### src/logic/cmd_regs.svh
// Address map, field positions and reset values of the memory decoder.
`ifndef CMD_REGS_SVH
`define CMD_REGS_SVH
// ************************************************************
// Program space
// ************************************************************
`define CMD_RESET_PC 16'h0000
`define CMD_PC_STEP 16'h0001
// ************************************************************
// Data space windows
// ************************************************************
`define CMD_IO_END 16'h1000
`define CMD_PORT_END 16'h0040
`define CMD_BITIO_END 16'h0020
`define CMD_NVM_BASE 16'h1000
`define CMD_NVM_END 16'h1800
`define CMD_SRAM_BASE 16'h3E00
`define CMD_SRAM_END 16'h4000
`define CMD_FLASH_BASE 16'h8000
// ************************************************************
// Register file and status flags
// ************************************************************
`define CMD_PTR_BASE 5'h1A
`define CMD_SREG_C 0
`define CMD_SREG_Z 1
`define CMD_SREG_N 2
`define CMD_SREG_V 3
`define CMD_SREG_S 4
`endif

### src/logic/cmd_decoder_unused.sv
// Spare file of the memory decoder; it holds no logic.

### src/logic/cmd_pkg.sv
// Types shared by the memory space decoder modules.
package cmd_pkg;
    // Kind of data request issued by the core.
    typedef enum logic [1:0] {
        CMD_K_LDST,
        CMD_K_PORT,
        CMD_K_BIT,
        CMD_K_PML
    } cmd_kind_type;
    // State of the decoder top.
    typedef struct packed {
        logic [15:0] prog_addr;
        logic [15:0] pc;
        logic pf;
        logic pml;
        logic pml_odd;
        logic [15:0] instr;
        logic iv;
        logic io_sel;
        logic nvm_sel;
        logic sram_sel;
        logic fl_sel;
        logic we;
        logic [15:0] addr;
        logic [15:0] wdata;
        logic [15:0] wmask;
        logic rd;
        logic hi_tmp;
        logic cap_temp;
        logic bit_test;
        logic [2:0] bitn;
        logic [7:0] drd;
        logic dv;
        logic [4:0] sreg;
    } cmd_top_state_type;
    // State of the wide register staging byte.
    typedef struct packed {
        logic [7:0] temp;
    } cmd_pr_state_type;
    // State of the working register file.
    typedef struct packed {
        logic [31:0][7:0] mem;
        logic [7:0] da;
        logic [7:0] db;
    } cmd_rf_state_type;
endpackage : cmd_pkg

### src/logic/cmd_link_if.sv
// Interface joining the decoder top to its register file and staging byte.
`timescale 1ns/10ps
interface cmd_link_if;
    logic pr_lo_wr;
    logic [7:0] pr_lo_data;
    logic pr_cap;
    logic [7:0] pr_cap_data;
    logic [7:0] pr_temp;
    logic rf_we;
    logic [4:0] rf_widx;
    logic [7:0] rf_wdata;
    logic rf_pwe;
    logic [1:0] rf_psel;
    logic [15:0] rf_pdata;
    logic [4:0] rf_ra;
    logic [4:0] rf_rb;
    logic [7:0] rf_da;
    logic [7:0] rf_db;
    logic [2:0][15:0] rf_ptr;
    modport top(output pr_lo_wr, pr_lo_data, pr_cap, pr_cap_data,
                output rf_we, rf_widx, rf_wdata, rf_pwe, rf_psel,
                output rf_pdata, rf_ra, rf_rb,
                input pr_temp, rf_da, rf_db, rf_ptr);
    modport pr(input pr_lo_wr, pr_lo_data, pr_cap, pr_cap_data,
               output pr_temp);
    modport rf(input rf_we, rf_widx, rf_wdata, rf_pwe, rf_psel,
               input rf_pdata, rf_ra, rf_rb,
               output rf_da, rf_db, rf_ptr);
endinterface : cmd_link_if

### src/logic/cmd_pair_temp.sv
// Staging byte that pairs two byte accesses into one wide access.
`timescale 1ns/10ps
module cmd_pair_temp
    import cmd_pkg::*;
(
    input wire logic core_clk,
    input wire logic reset,
    cmd_link_if.pr lk
);
    cmd_pr_state_type s;
    cmd_pr_state_type n;

    // A low byte write parks its data; a low byte read parks the high byte.
    always_comb begin
        n = s;
        if (lk.pr_lo_wr) begin
            n.temp = lk.pr_lo_data;
        end else if (lk.pr_cap) begin
            n.temp = lk.pr_cap_data;
        end
    end

    // State register.
    always_ff @(posedge core_clk or posedge reset) begin
        if (reset) begin
            s <= '0;
        end else begin
            s <= n;
        end
    end

    assign lk.pr_temp = s.temp;
endmodule : cmd_pair_temp

### src/logic/cmd_regfile.sv
// Working register file of 32 bytes with three 16-bit pointer pairs.
`timescale 1ns/10ps
`include "cmd_regs.svh"
module cmd_regfile
    import cmd_pkg::*;
(
    input wire logic core_clk,
    input wire logic reset,
    cmd_link_if.rf lk
);
    cmd_rf_state_type s;
    cmd_rf_state_type n;
    logic [4:0] pbase;

    // Byte and pointer writes, and registered reads of two operands.
    always_comb begin
        n = s;
        pbase = 5'(`CMD_PTR_BASE + {2'b00, lk.rf_psel, 1'b0});
        n.da = s.mem[lk.rf_ra];
        n.db = s.mem[lk.rf_rb];
        if (lk.rf_we) begin
            n.mem[lk.rf_widx] = lk.rf_wdata;
        end
        if (lk.rf_pwe && lk.rf_psel != 2'h3) begin
            n.mem[pbase] = lk.rf_pdata[7:0];
            n.mem[5'(pbase + 5'h01)] = lk.rf_pdata[15:8];
        end
    end

    // State register.
    always_ff @(posedge core_clk or posedge reset) begin
        if (reset) begin
            s <= '0;
        end else begin
            s <= n;
        end
    end

    // Each pointer pair: low byte at the lower register index.
    for (genvar i = 0; i < 3; i++) begin : g_ptr
        assign lk.rf_ptr[i] = {s.mem[`CMD_PTR_BASE + 2 * i + 1],
                               s.mem[`CMD_PTR_BASE + 2 * i]};
    end
    assign lk.rf_da = s.da;
    assign lk.rf_db = s.db;
endmodule : cmd_regfile

### src/logic/cmd_decoder.sv
// Fetch pipeline, data space decoder and register file of the core.
`timescale 1ns/10ps
`include "cmd_regs.svh"
module cmd_decoder
    import cmd_pkg::*;
(
    input wire logic core_clk,
    input wire logic reset,
    output logic [15:0] prog_addr,
    input wire logic [15:0] prog_rdata,
    output logic [15:0] instr,
    output logic instr_valid,
    input wire logic fetch_hold,
    input wire logic jump_valid,
    input wire logic [15:0] jump_pc,
    input wire logic dreq_valid,
    input wire cmd_kind_type dreq_kind,
    input wire logic dreq_we,
    input wire logic dreq_wide,
    input wire logic dreq_use_ptr,
    input wire logic [1:0] dreq_ptr_sel,
    input wire logic [15:0] dreq_addr,
    input wire logic [2:0] dreq_bit,
    input wire logic dreq_bit_set,
    input wire logic [7:0] dreq_wdata,
    output logic [7:0] drd_data,
    output logic drd_valid,
    output logic io_sel,
    output logic nvm_sel,
    output logic sram_sel,
    output logic flash_sel,
    output logic mem_we,
    output logic [15:0] mem_addr,
    output logic [15:0] mem_wdata,
    output logic [15:0] mem_wmask,
    input wire logic [15:0] io_rdata,
    input wire logic [7:0] nvm_rdata,
    input wire logic [7:0] sram_rdata,
    input wire logic [7:0] flash_rdata,
    input wire logic rf_wr_en,
    input wire logic [4:0] rf_wr_idx,
    input wire logic [7:0] rf_wr_data,
    input wire logic ptr_wr_en,
    input wire logic [1:0] ptr_sel,
    input wire logic [15:0] ptr_wr_data,
    input wire logic [4:0] rf_rd_a_idx,
    input wire logic [4:0] rf_rd_b_idx,
    output logic [7:0] rf_rd_a_data,
    output logic [7:0] rf_rd_b_data,
    input wire logic alu_valid,
    input wire logic [7:0] alu_result,
    input wire logic alu_carry,
    input wire logic alu_ovf,
    output logic [4:0] sreg
);
    cmd_top_state_type s;
    cmd_top_state_type n;
    logic [15:0] ea;
    logic [15:0] ptr;
    logic [1:0] psel;
    logic pml_go;
    logic data_go;

    cmd_link_if lk();

    // ************************************************************
    // Register file and wide register staging byte
    // ************************************************************
    cmd_regfile u_regfile (
        .core_clk(core_clk),
        .reset(reset),
        .lk(lk.rf)
    );

    cmd_pair_temp u_pair (
        .core_clk(core_clk),
        .reset(reset),
        .lk(lk.pr)
    );

    // Core side register file ports feed the file directly.
    assign lk.rf_we = rf_wr_en;
    assign lk.rf_widx = rf_wr_idx;
    assign lk.rf_wdata = rf_wr_data;
    assign lk.rf_pwe = ptr_wr_en;
    assign lk.rf_psel = ptr_sel;
    assign lk.rf_pdata = ptr_wr_data;
    assign lk.rf_ra = rf_rd_a_idx;
    assign lk.rf_rb = rf_rd_b_idx;
    assign lk.pr_lo_data = dreq_wdata;
    assign lk.pr_cap_data = io_rdata[15:8];

    // ************************************************************
    // Request classification
    // ************************************************************
    // Pointer select 3 has no pair and falls back to the third one.
    assign psel = (dreq_ptr_sel > 2'h2) ? 2'h2 : dreq_ptr_sel;
    assign ptr = lk.rf_ptr[psel];
    assign pml_go = dreq_valid && dreq_kind == CMD_K_PML;
    assign data_go = dreq_valid && dreq_kind != CMD_K_PML;

    // Effective data address; port and bit forms carry short addresses.
    always_comb begin
        ea = dreq_use_ptr ? 16'(ptr + dreq_addr) : dreq_addr;
        if (dreq_kind == CMD_K_PORT) begin
            ea = {10'h000, dreq_addr[5:0]};
        end else if (dreq_kind == CMD_K_BIT) begin
            ea = {11'h000, dreq_addr[4:0]};
        end
    end

    // ************************************************************
    // Next state
    // ************************************************************
    always_comb begin
        n = s;
        n.io_sel = 1'b0;
        n.nvm_sel = 1'b0;
        n.sram_sel = 1'b0;
        n.fl_sel = 1'b0;
        n.rd = 1'b0;
        n.hi_tmp = 1'b0;
        n.cap_temp = 1'b0;
        n.bit_test = 1'b0;
        n.dv = 1'b0;
        n.pml = 1'b0;
        lk.pr_lo_wr = 1'b0;
        lk.pr_cap = 1'b0;
        // Capture the prefetched word unless the core holds its issue.
        if (!fetch_hold) begin
            n.instr = prog_rdata;
            n.iv = s.pf && !jump_valid;
        end
        // Program bus address: program load, jump, advance or hold.
        if (pml_go) begin
            n.prog_addr = {1'b0, lk.rf_ptr[2][15:1]};
            n.pml_odd = lk.rf_ptr[2][0];
            n.pml = 1'b1;
            n.pf = 1'b0;
            n.pc = (fetch_hold && s.pf) ? s.prog_addr : s.pc;
        end else if (jump_valid) begin
            n.prog_addr = jump_pc;
            n.pc = jump_pc + `CMD_PC_STEP;
            n.pf = 1'b1;
        end else if (!fetch_hold || !s.pf) begin
            n.prog_addr = s.pc;
            n.pc = s.pc + `CMD_PC_STEP;
            n.pf = 1'b1;
        end
        // Program load byte arrives one cycle after its address.
        if (s.pml) begin
            n.drd = s.pml_odd ? prog_rdata[15:8] : prog_rdata[7:0];
            n.dv = 1'b1;
        end
        // Data read answer one cycle after the target strobe.
        if (s.rd) begin
            n.dv = 1'b1;
            n.drd = 8'h00;
            if (s.hi_tmp) begin
                n.drd = lk.pr_temp;
            end else if (s.io_sel) begin
                n.drd = s.bit_test ? {7'h00, io_rdata[s.bitn]}
                                   : io_rdata[7:0];
                lk.pr_cap = s.cap_temp;
            end else if (s.nvm_sel) begin
                n.drd = nvm_rdata;
            end else if (s.sram_sel) begin
                n.drd = sram_rdata;
            end else if (s.fl_sel) begin
                n.drd = flash_rdata;
            end
        end
        // Data request decode, on its own bus beside the fetch.
        if (data_go) begin
            n.we = dreq_we;
            n.rd = !dreq_we;
            n.wdata = {8'h00, dreq_wdata};
            n.wmask = 16'h00FF;
            n.addr = ea;
            if (ea < `CMD_IO_END) begin
                // I/O space, reached by every form.
                if (dreq_kind == CMD_K_BIT) begin
                    n.io_sel = 1'b1;
                    n.wmask = {8'h00, 8'h01 << dreq_bit};
                    n.wdata = dreq_bit_set ? 16'h00FF : 16'h0000;
                    n.bit_test = !dreq_we;
                    n.bitn = dreq_bit;
                end else if (dreq_wide && !ea[0] && dreq_we) begin
                    lk.pr_lo_wr = 1'b1;
                end else if (dreq_wide && ea[0] && dreq_we) begin
                    n.io_sel = 1'b1;
                    n.addr = {ea[15:1], 1'b0};
                    n.wdata = {dreq_wdata, lk.pr_temp};
                    n.wmask = 16'hFFFF;
                end else if (dreq_wide && ea[0]) begin
                    n.hi_tmp = 1'b1;
                end else begin
                    n.io_sel = 1'b1;
                    n.cap_temp = dreq_wide;
                end
            end else if (ea < `CMD_NVM_END) begin
                n.nvm_sel = 1'b1;
                n.addr = ea - `CMD_NVM_BASE;
            end else if (ea >= `CMD_FLASH_BASE) begin
                n.fl_sel = 1'b1;
                n.addr = ea - `CMD_FLASH_BASE;
            end else if (ea >= `CMD_SRAM_BASE && ea < `CMD_SRAM_END) begin
                n.sram_sel = 1'b1;
                n.addr = ea - `CMD_SRAM_BASE;
            end
        end
        // Status flags reflect the most recent arithmetic result.
        if (alu_valid) begin
            n.sreg[`CMD_SREG_C] = alu_carry;
            n.sreg[`CMD_SREG_Z] = alu_result == 8'h00;
            n.sreg[`CMD_SREG_N] = alu_result[7];
            n.sreg[`CMD_SREG_V] = alu_ovf;
            n.sreg[`CMD_SREG_S] = alu_result[7] ^ alu_ovf;
        end
    end

    // ************************************************************
    // State register
    // ************************************************************
    // Fetch restarts at the reset vector with the first word on the bus.
    always_ff @(posedge core_clk or posedge reset) begin
        if (reset) begin
            s <= '0;
            s.prog_addr <= `CMD_RESET_PC;
            s.pc <= `CMD_RESET_PC + `CMD_PC_STEP;
            s.pf <= 1'b1;
        end else begin
            s <= n;
        end
    end

    // Outputs come straight from the state register.
    assign prog_addr = s.prog_addr;
    assign instr = s.instr;
    assign instr_valid = s.iv;
    assign drd_data = s.drd;
    assign drd_valid = s.dv;
    assign io_sel = s.io_sel;
    assign nvm_sel = s.nvm_sel;
    assign sram_sel = s.sram_sel;
    assign flash_sel = s.fl_sel;
    assign mem_we = s.we;
    assign mem_addr = s.addr;
    assign mem_wdata = s.wdata;
    assign mem_wmask = s.wmask;
    assign sreg = s.sreg;
    assign rf_rd_a_data = lk.rf_da;
    assign rf_rd_b_data = lk.rf_db;
endmodule : cmd_decoder

### config.mk
export PLATFORM = sky130hd
export DESIGN_NAME = cmd_decoder
export DESIGN_NICKNAME = d
export VERILOG_FILES = /design/src/logic/cmd_decoder_unused.sv /design/src/logic/cmd_pkg.sv /design/src/logic/cmd_link_if.sv /design/src/logic/cmd_pair_temp.sv /design/src/logic/cmd_regfile.sv /design/src/logic/cmd_decoder.sv
export VERILOG_INCLUDE_DIRS = /design/src /design/src/logic
export SDC_FILE = /design/constraint.sdc
export NUM_CORES = 1
export LEC_CHECK = 0
export BUFFER_PORTS_ARGS = -buffer_cell sky130_fd_sc_hd__clkbuf_2
export CAP_MARGIN = 15
export CORE_MARGIN = 2
export CORE_UTILIZATION = 53
export DETAILED_ROUTE_END_ITERATION = 10
export PLACE_DENSITY = 0.8
export RECOVER_POWER = 50
export SLEW_MARGIN = 20
export SYNTH_ARGS = -nofsm -noshare
export SYNTH_HDL_FRONTEND = slang
export SYNTH_SLANG_ARGS = --single-unit
### constraint.sdc
create_clock -name core_clk -period 11.2 [get_ports core_clk]
set_input_delay 1.12 -clock core_clk [delete_from_list [all_inputs] [get_ports core_clk]]
set_output_delay 1.12 -clock core_clk [all_outputs]
set_load 0.005 [all_outputs]
== Word-level counts from Yosys, hierarchy flattened ==
Index checks and enable logic that the tools add are counted.

* Register bits after elaboration: 406
* Bits of input ports: 166
* Output and inout port bits: 116

* Add/subtract/negate cells: 8
* Magnitude comparators: 16
* Equality and inequality tests: 6
* Shifts and indexed selects: 1
* Mux-type cells: 75
* Bitwise gates (word level): 1
* Reduce and logical (&&, ||, !) cells: 25

{| class="wikitable"
|+ Operator list
! kind !! count
|-
| $bwmux 256 || 3
|-
| $mux 256 || 2
|-
| $mux 33 || 5
|-
| $mux 16 || 9
|-
| $demux 8 s5 || 3
|-
| $mux 8 || 15
|-
| $bmux 8 s5 || 2
|-
| $mux 32 || 2
|-
| $mux 60 || 1
|-
| $add 16x1->16 const B || 2
|-
| $bmux 16 s2 || 1
|-
| $lt 16x13->1 const B || 2
|-
| $lt 5x6->1 const B || 5
|-
| $mux 1 || 20
|-
| $mux 9 || 2
|-
| $add 16x16->16 || 1
|-
| $ge 16x14->1 const B || 1
|-
| $ge 16x16->1 const B || 1
|-
| $lt 16x15->1 const B || 1
|-
| $sub 16x13->16 const B || 1
|-
| $sub 16x14->16 const B || 1
|-
| $sub 16x16->16 const B || 1
|-
| $ge 5x1->1 const B || 3
|-
| $logic_and 1x1->1 || 13
|-
| 23 further kinds || 35
|}

== Longest topological paths before layout ==
* Depth after elaboration: 16
* Mapped depth: 19

== Hierarchy ==
Synthesis repeated with hierarchy kept, for this count alone.

* Cells, all modules: 2072
* Area total of the unflattened synthesis: 23782.8 sq um

{| class="wikitable"
|+ Modules (own cells, without submodules)
! module !! instances !! cells an instance !! area each (sq um) !! seq. area each (sq um)
|-
| cmd_regfile || 1 || 1057 || 15072.0 || 6806.5
|-
| cmd_decoder || 1 || 980 || 8334.2 || 2980.4
|-
| cmd_pair_temp || 1 || 35 || 376.6 || 200.2
|}

== Worst setup path after synthesis ==
No wires, ideal clock.

* Path kind: input -> register
* Start point: input dreq_ptr_sel[0]
* End point: register s, in the netlist mem_wmask[5]
* Library setup time: 0.119 ns
* Data arrival time: 4.916 ns
* Path slack: 6.165 ns
* Stages on the path: 19
* Cells stage by stage: buf_4 -> buf_1 -> mux2i_1 -> o21ai_0 -> ha_1 -> fa_1 -> nand3_1 -> a21oi_1 -> o21a_1 -> or3_1 -> a32o_1 -> inv_1 -> ha_1 -> o31ai_1 -> nor2b_1 -> nand3_1 -> buf_2 -> a31oi_1 -> nor2_1

* Longest elaborated chain between the ends: 14

{| class="wikitable"
|+ RTL lines
! item !! line !! RTL
|-
| from (decl) || cmd_decoder.sv:21 || <nowiki>input wire logic [1:0] dreq_ptr_sel,</nowiki>
|-
| $gt 2x2->1 || cmd_decoder.sv:97 || <nowiki>assign psel = (dreq_ptr_sel > 2'h2) ? 2'h2 : dreq_ptr_sel;</nowiki>
|-
| $mux 2 * || cmd_decoder.sv:97 ||
|-
| $bmux 16 s2 * || cmd_decoder.sv:98 || <nowiki>assign ptr = lk.rf_ptr[psel];</nowiki>
|-
| $mux 16 (not written as such) * || cmd_decoder.sv:98 ||
|-
| $add 16x16->16 * || cmd_decoder.sv:104 || <nowiki>ea = dreq_use_ptr ? 16'(ptr + dreq_addr) : dreq_addr;</nowiki>
|-
| $mux 16 * || cmd_decoder.sv:104 ||
|-
| $mux 16 * || cmd_decoder.sv:107 || <nowiki>end else if (dreq_kind == CMD_K_BIT) begin</nowiki>
|-
| $mux 16 * || cmd_decoder.sv:105 || <nowiki>if (dreq_kind == CMD_K_PORT) begin</nowiki>
|-
| parallel branches: the longest is 5 deep, another holds $lt 16x13->1 || - ||
|-
| $mux 32 * || cmd_decoder.sv:180 || <nowiki>if (ea < `CMD_IO_END) begin</nowiki>
|-
| to (signal assigned) || cmd_decoder.sv:233 || <nowiki>s <= n;</nowiki>
|-
| to (decl) || cmd_decoder.sv:56 || <nowiki>cmd_top_state_type s;</nowiki>
|}

Every way passes the cells marked *. The select of a mux whose other input is x is not followed.
A chain may end at the register's enable or synchronous reset.

==> impl_metrics.yaml <==
place:
  hpwl_um: 43800
  place_congestion: 0.946
  placed_cells: 2615
  placed_area_mm2: 0.0242
  port_buffers: 281
  pre_cts_ws_ns: 5.63
setup_path:
  start_kind: "primary input"
  required_ns: 11.78
  arrival_ns: 5.84
  crit_type: "in2async"
  critPathMaxFanout: 72
  crit_path_end_kind: "asynchronous set/reset pin"
final_layout:
  fin_cells: 2689
  syn_to_final_growth_pct: 9.96
  finalInstanceArea_mm2: 0.0256
  postLayoutCoreUtil: 0.593
  drive_above_1_share: 0.365
  fillCellCount: 3415
  nets: 2266
die:
  die_w_um: 214
  rows: 76
  die_h_um: 214
  dieArea_mm2: 0.0456
  io_pins: 282
  initial_utilization: 0.539
  core_mm2: 0.0432
sta:
  slew_viol_final: 163
  finalHoldViolCount: 0
  clock_skew_ns: 0.0384
  relSlewSlack: -1.51
  post-route-period-util: 0.469
  fin_crit_ns: 5.26
  finalSetupTns_ns: 0
  finalSetupViolations: 0
  grt_setup_unrepaired: "false"
  fmax_mhz: 190
  worst_slack_ns: 5.94
  worst_pin_slew_ns: 3.77
power:
  clock_power_share: 0.318
  p_leak_uw: 0.0111
  switching_share: 0.305
  vdd_drop_max_v: 0.000118
  internal_power_uw: 3100
  seq_power_share: 0.439
  power_switching_uw: 1360
  power_frac_comb: 0.243
  pwr_density_cell_mw_per_mm2: 174
cts:
  clkSinkCount: 399
  cts_max_level: 2
  clock_tree.root_cell: "clkbuf_16"
  cts_tree: "yes"
  clock_path_buffers: 3
  cts_buffers: 41
  cts_resized: 0
  path_clk_slew_ns: 0.06
  cts_hold_buf: 0
  postCtsSetupBuffers: 0
  insertion_delay_ns: 0.59
grt:
  overflow: 0
  grt_max_degree: 188
  grt_pass1_vias: 16700
  gr-usage-met1: 0.390
  met2_usage: 0.436
  met3_usage: 0.0690
  grt_usage: 0.283
  grt_pass1_wl_um: 98200
  antenna_found_initial: 5
  busiest_layer: "met2"
yosys:
  async_reset_ff_frac: 1.00
  yosys_warnings: 0
  ys_seq_area_frac: 0.429
  syn-cell-area_mm2: 0.0233
  synth_cells: 1979
  avgSynthCellArea_um2: 11.8
  synth-edff-count: 0
  synth_cell_types: 86
  synth_top_flop_cell: "dfrtp_1"
  ys_seq_elements: 399
  synth_nets: 2169
routing:
  postRouteWirelength_um: 64000
  dr_total_vias: 17000
  first_pass_iters: 6
  post-route-drc-count: 0
  wl_per_cell_um: 23.8
  antenna_left: 0
  vias_per_cell: 6.34
  drt_iter0_markers: 2168
run_status:
  violations: "max-capacitance violations, max-slew violations"
  status: "finished, violations left"
worst_hold_path:
  worstHoldPathType: "reg2reg"
run:
  drv_cap: 3
==> logic make-up (layout without fill, tap and decap cells) <==
group                    Yosys count  count (layout)  synth area share
XOR/XNOR                          19              19           0.00747
adder cells (fa/ha/maj)           24              24            0.0132
AO/OA/AOI/OAI                    328             328            0.0854
other                              0               2                 0
multiplexers                     509             509             0.319
AND/OR/NAND/NOR                  440             440            0.0850
buffers and inverters            260             383            0.0604
flip-flops                       399             399             0.429
==> per-layer routing <==
layer / share of wire / vias up / routed length (µm)
met5: 0.00077 / - / 49
met4: 0.035 / 6 / 2230
met3: 0.090 / 160 / 5790
met2: 0.47 / 862 / 30100
met1: 0.40 / 8623 / 25900
li1: - / 7387 / -
==> power groups by stage <==
stage          Sequential [µW]  Clock [µW]  Combinational (µW)
2_1_floorplan             1870           0                 877
3_3_place_gp              1940           0                1030
3_5_place_dp              1970           0                1070
4_1_cts                   1950        1430                1080
5_1_grt                   1990        1490                1170
6_report                  1960        1420                1080
==> worst max-delay path, stage by stage <==
cell and delay [ns]:
clkbuf_1 0.09, clkinvlp_4 0.06, clkbuf_1 2.64, buf_4 1.01, buf_4 0.83
==> state kept, by name (all words and copies together) (netlist names) <==
register	cells
mem_addr	16
drd_data	8
u_regfile.s	208
sram_sel	1
mem_we	1
instr_valid	1
s	26
instr	16
mem_wmask	9
flash_sel	1
u_pair.lk.pr_temp	8
u_regfile.lk.rf_da	8
nvm_sel	1
u_regfile.lk.rf_db	8
u_regfile.lk.rf_ptr	48
io_sel	1
mem_wdata	16
prog_addr	16
drd_valid	1
sreg	5
==> through the flow <==
step           power (µW)  hold WS (ns)
2_1_floorplan        2750         0.450
3_3_place_gp         2970         0.467
3_5_place_dp         3040         0.472
4_1_cts              4470         0.485
5_1_grt              4650         0.509
6_report             4460         0.479
==> area by class of cell <==
class	instances	area (µm²)	share of cell area
Antenna cell	2	5.00	0.000196
Clock buffer	53	1140	0.0446
Clock inverter	16	246	0.00963
Inverter	16	63.8	0.00249
Multi-Input combinational cell	1320	11900	0.465
Sequential cell	399	9990	0.390
Tap cell	585	732	0.0286
Timing Repair Buffer	298	1520	0.0594
==> cells in the final DEF, fill, tap and decap left out, drive strengths merged, types with 6 or more instances in the layout <==
master    n
a21o      7
a32oi     6
nand3b    9
mux2    248
ha       23
o21ai   142
a22oi    10
nor3     14
inv      16
a21oi   100
a31oi     7
and3      7
xor2      8
nand2   188
mux4    162
nor2    146
nor3b     7
or3       9
dfrtp   397
buf      16
nand3    19
nor4      6
mux2i    99
clkinv    8
clkbuf  335
xnor2    11
nand2b    7
a22o      9
o22a      6
==> path summary, 6_finish.rpt <==
check / start / endpoint / cells past startpoint / slack [ns]
worst max-delay path: reset / u_regfile.s[26] / 5 / 5.94
worst min-delay path: mem_addr[11] / mem_addr[11] / 1 / 0.48
worst max register to register: u_regfile.lk.rf_ptr[0] / s[16] / 16 / 6.84
worst min register to register: mem_addr[11] / mem_addr[11] / 1 / 0.48
max in group core_clk: dreq_ptr_sel[0] / s[16] / 17 / 6.18
min in group asynchronous: reset / u_regfile.lk.rf_db[0] / 3 / 2.03
==> Yosys cell counts (all sizes together), types with 8 or more instances <==
cell    number  area share
a21oi      100       0.022
mux2i       99       0.043
a22o         9      0.0034
ha          23       0.012
nand3b       9      0.0029
mux2       248        0.12
nor3        14      0.0037
nand2      188       0.030
a22oi       10      0.0038
o21ai      142       0.031
nand3       19      0.0043
xnor2       11      0.0041
nor2       146       0.024
inv         16      0.0026
dfrtp      397        0.43
mux4       162        0.16
or3          9      0.0024
xor2         8      0.0033
buf        145       0.042
clkbuf      99       0.016
Power figures use the tool's default switching activity.
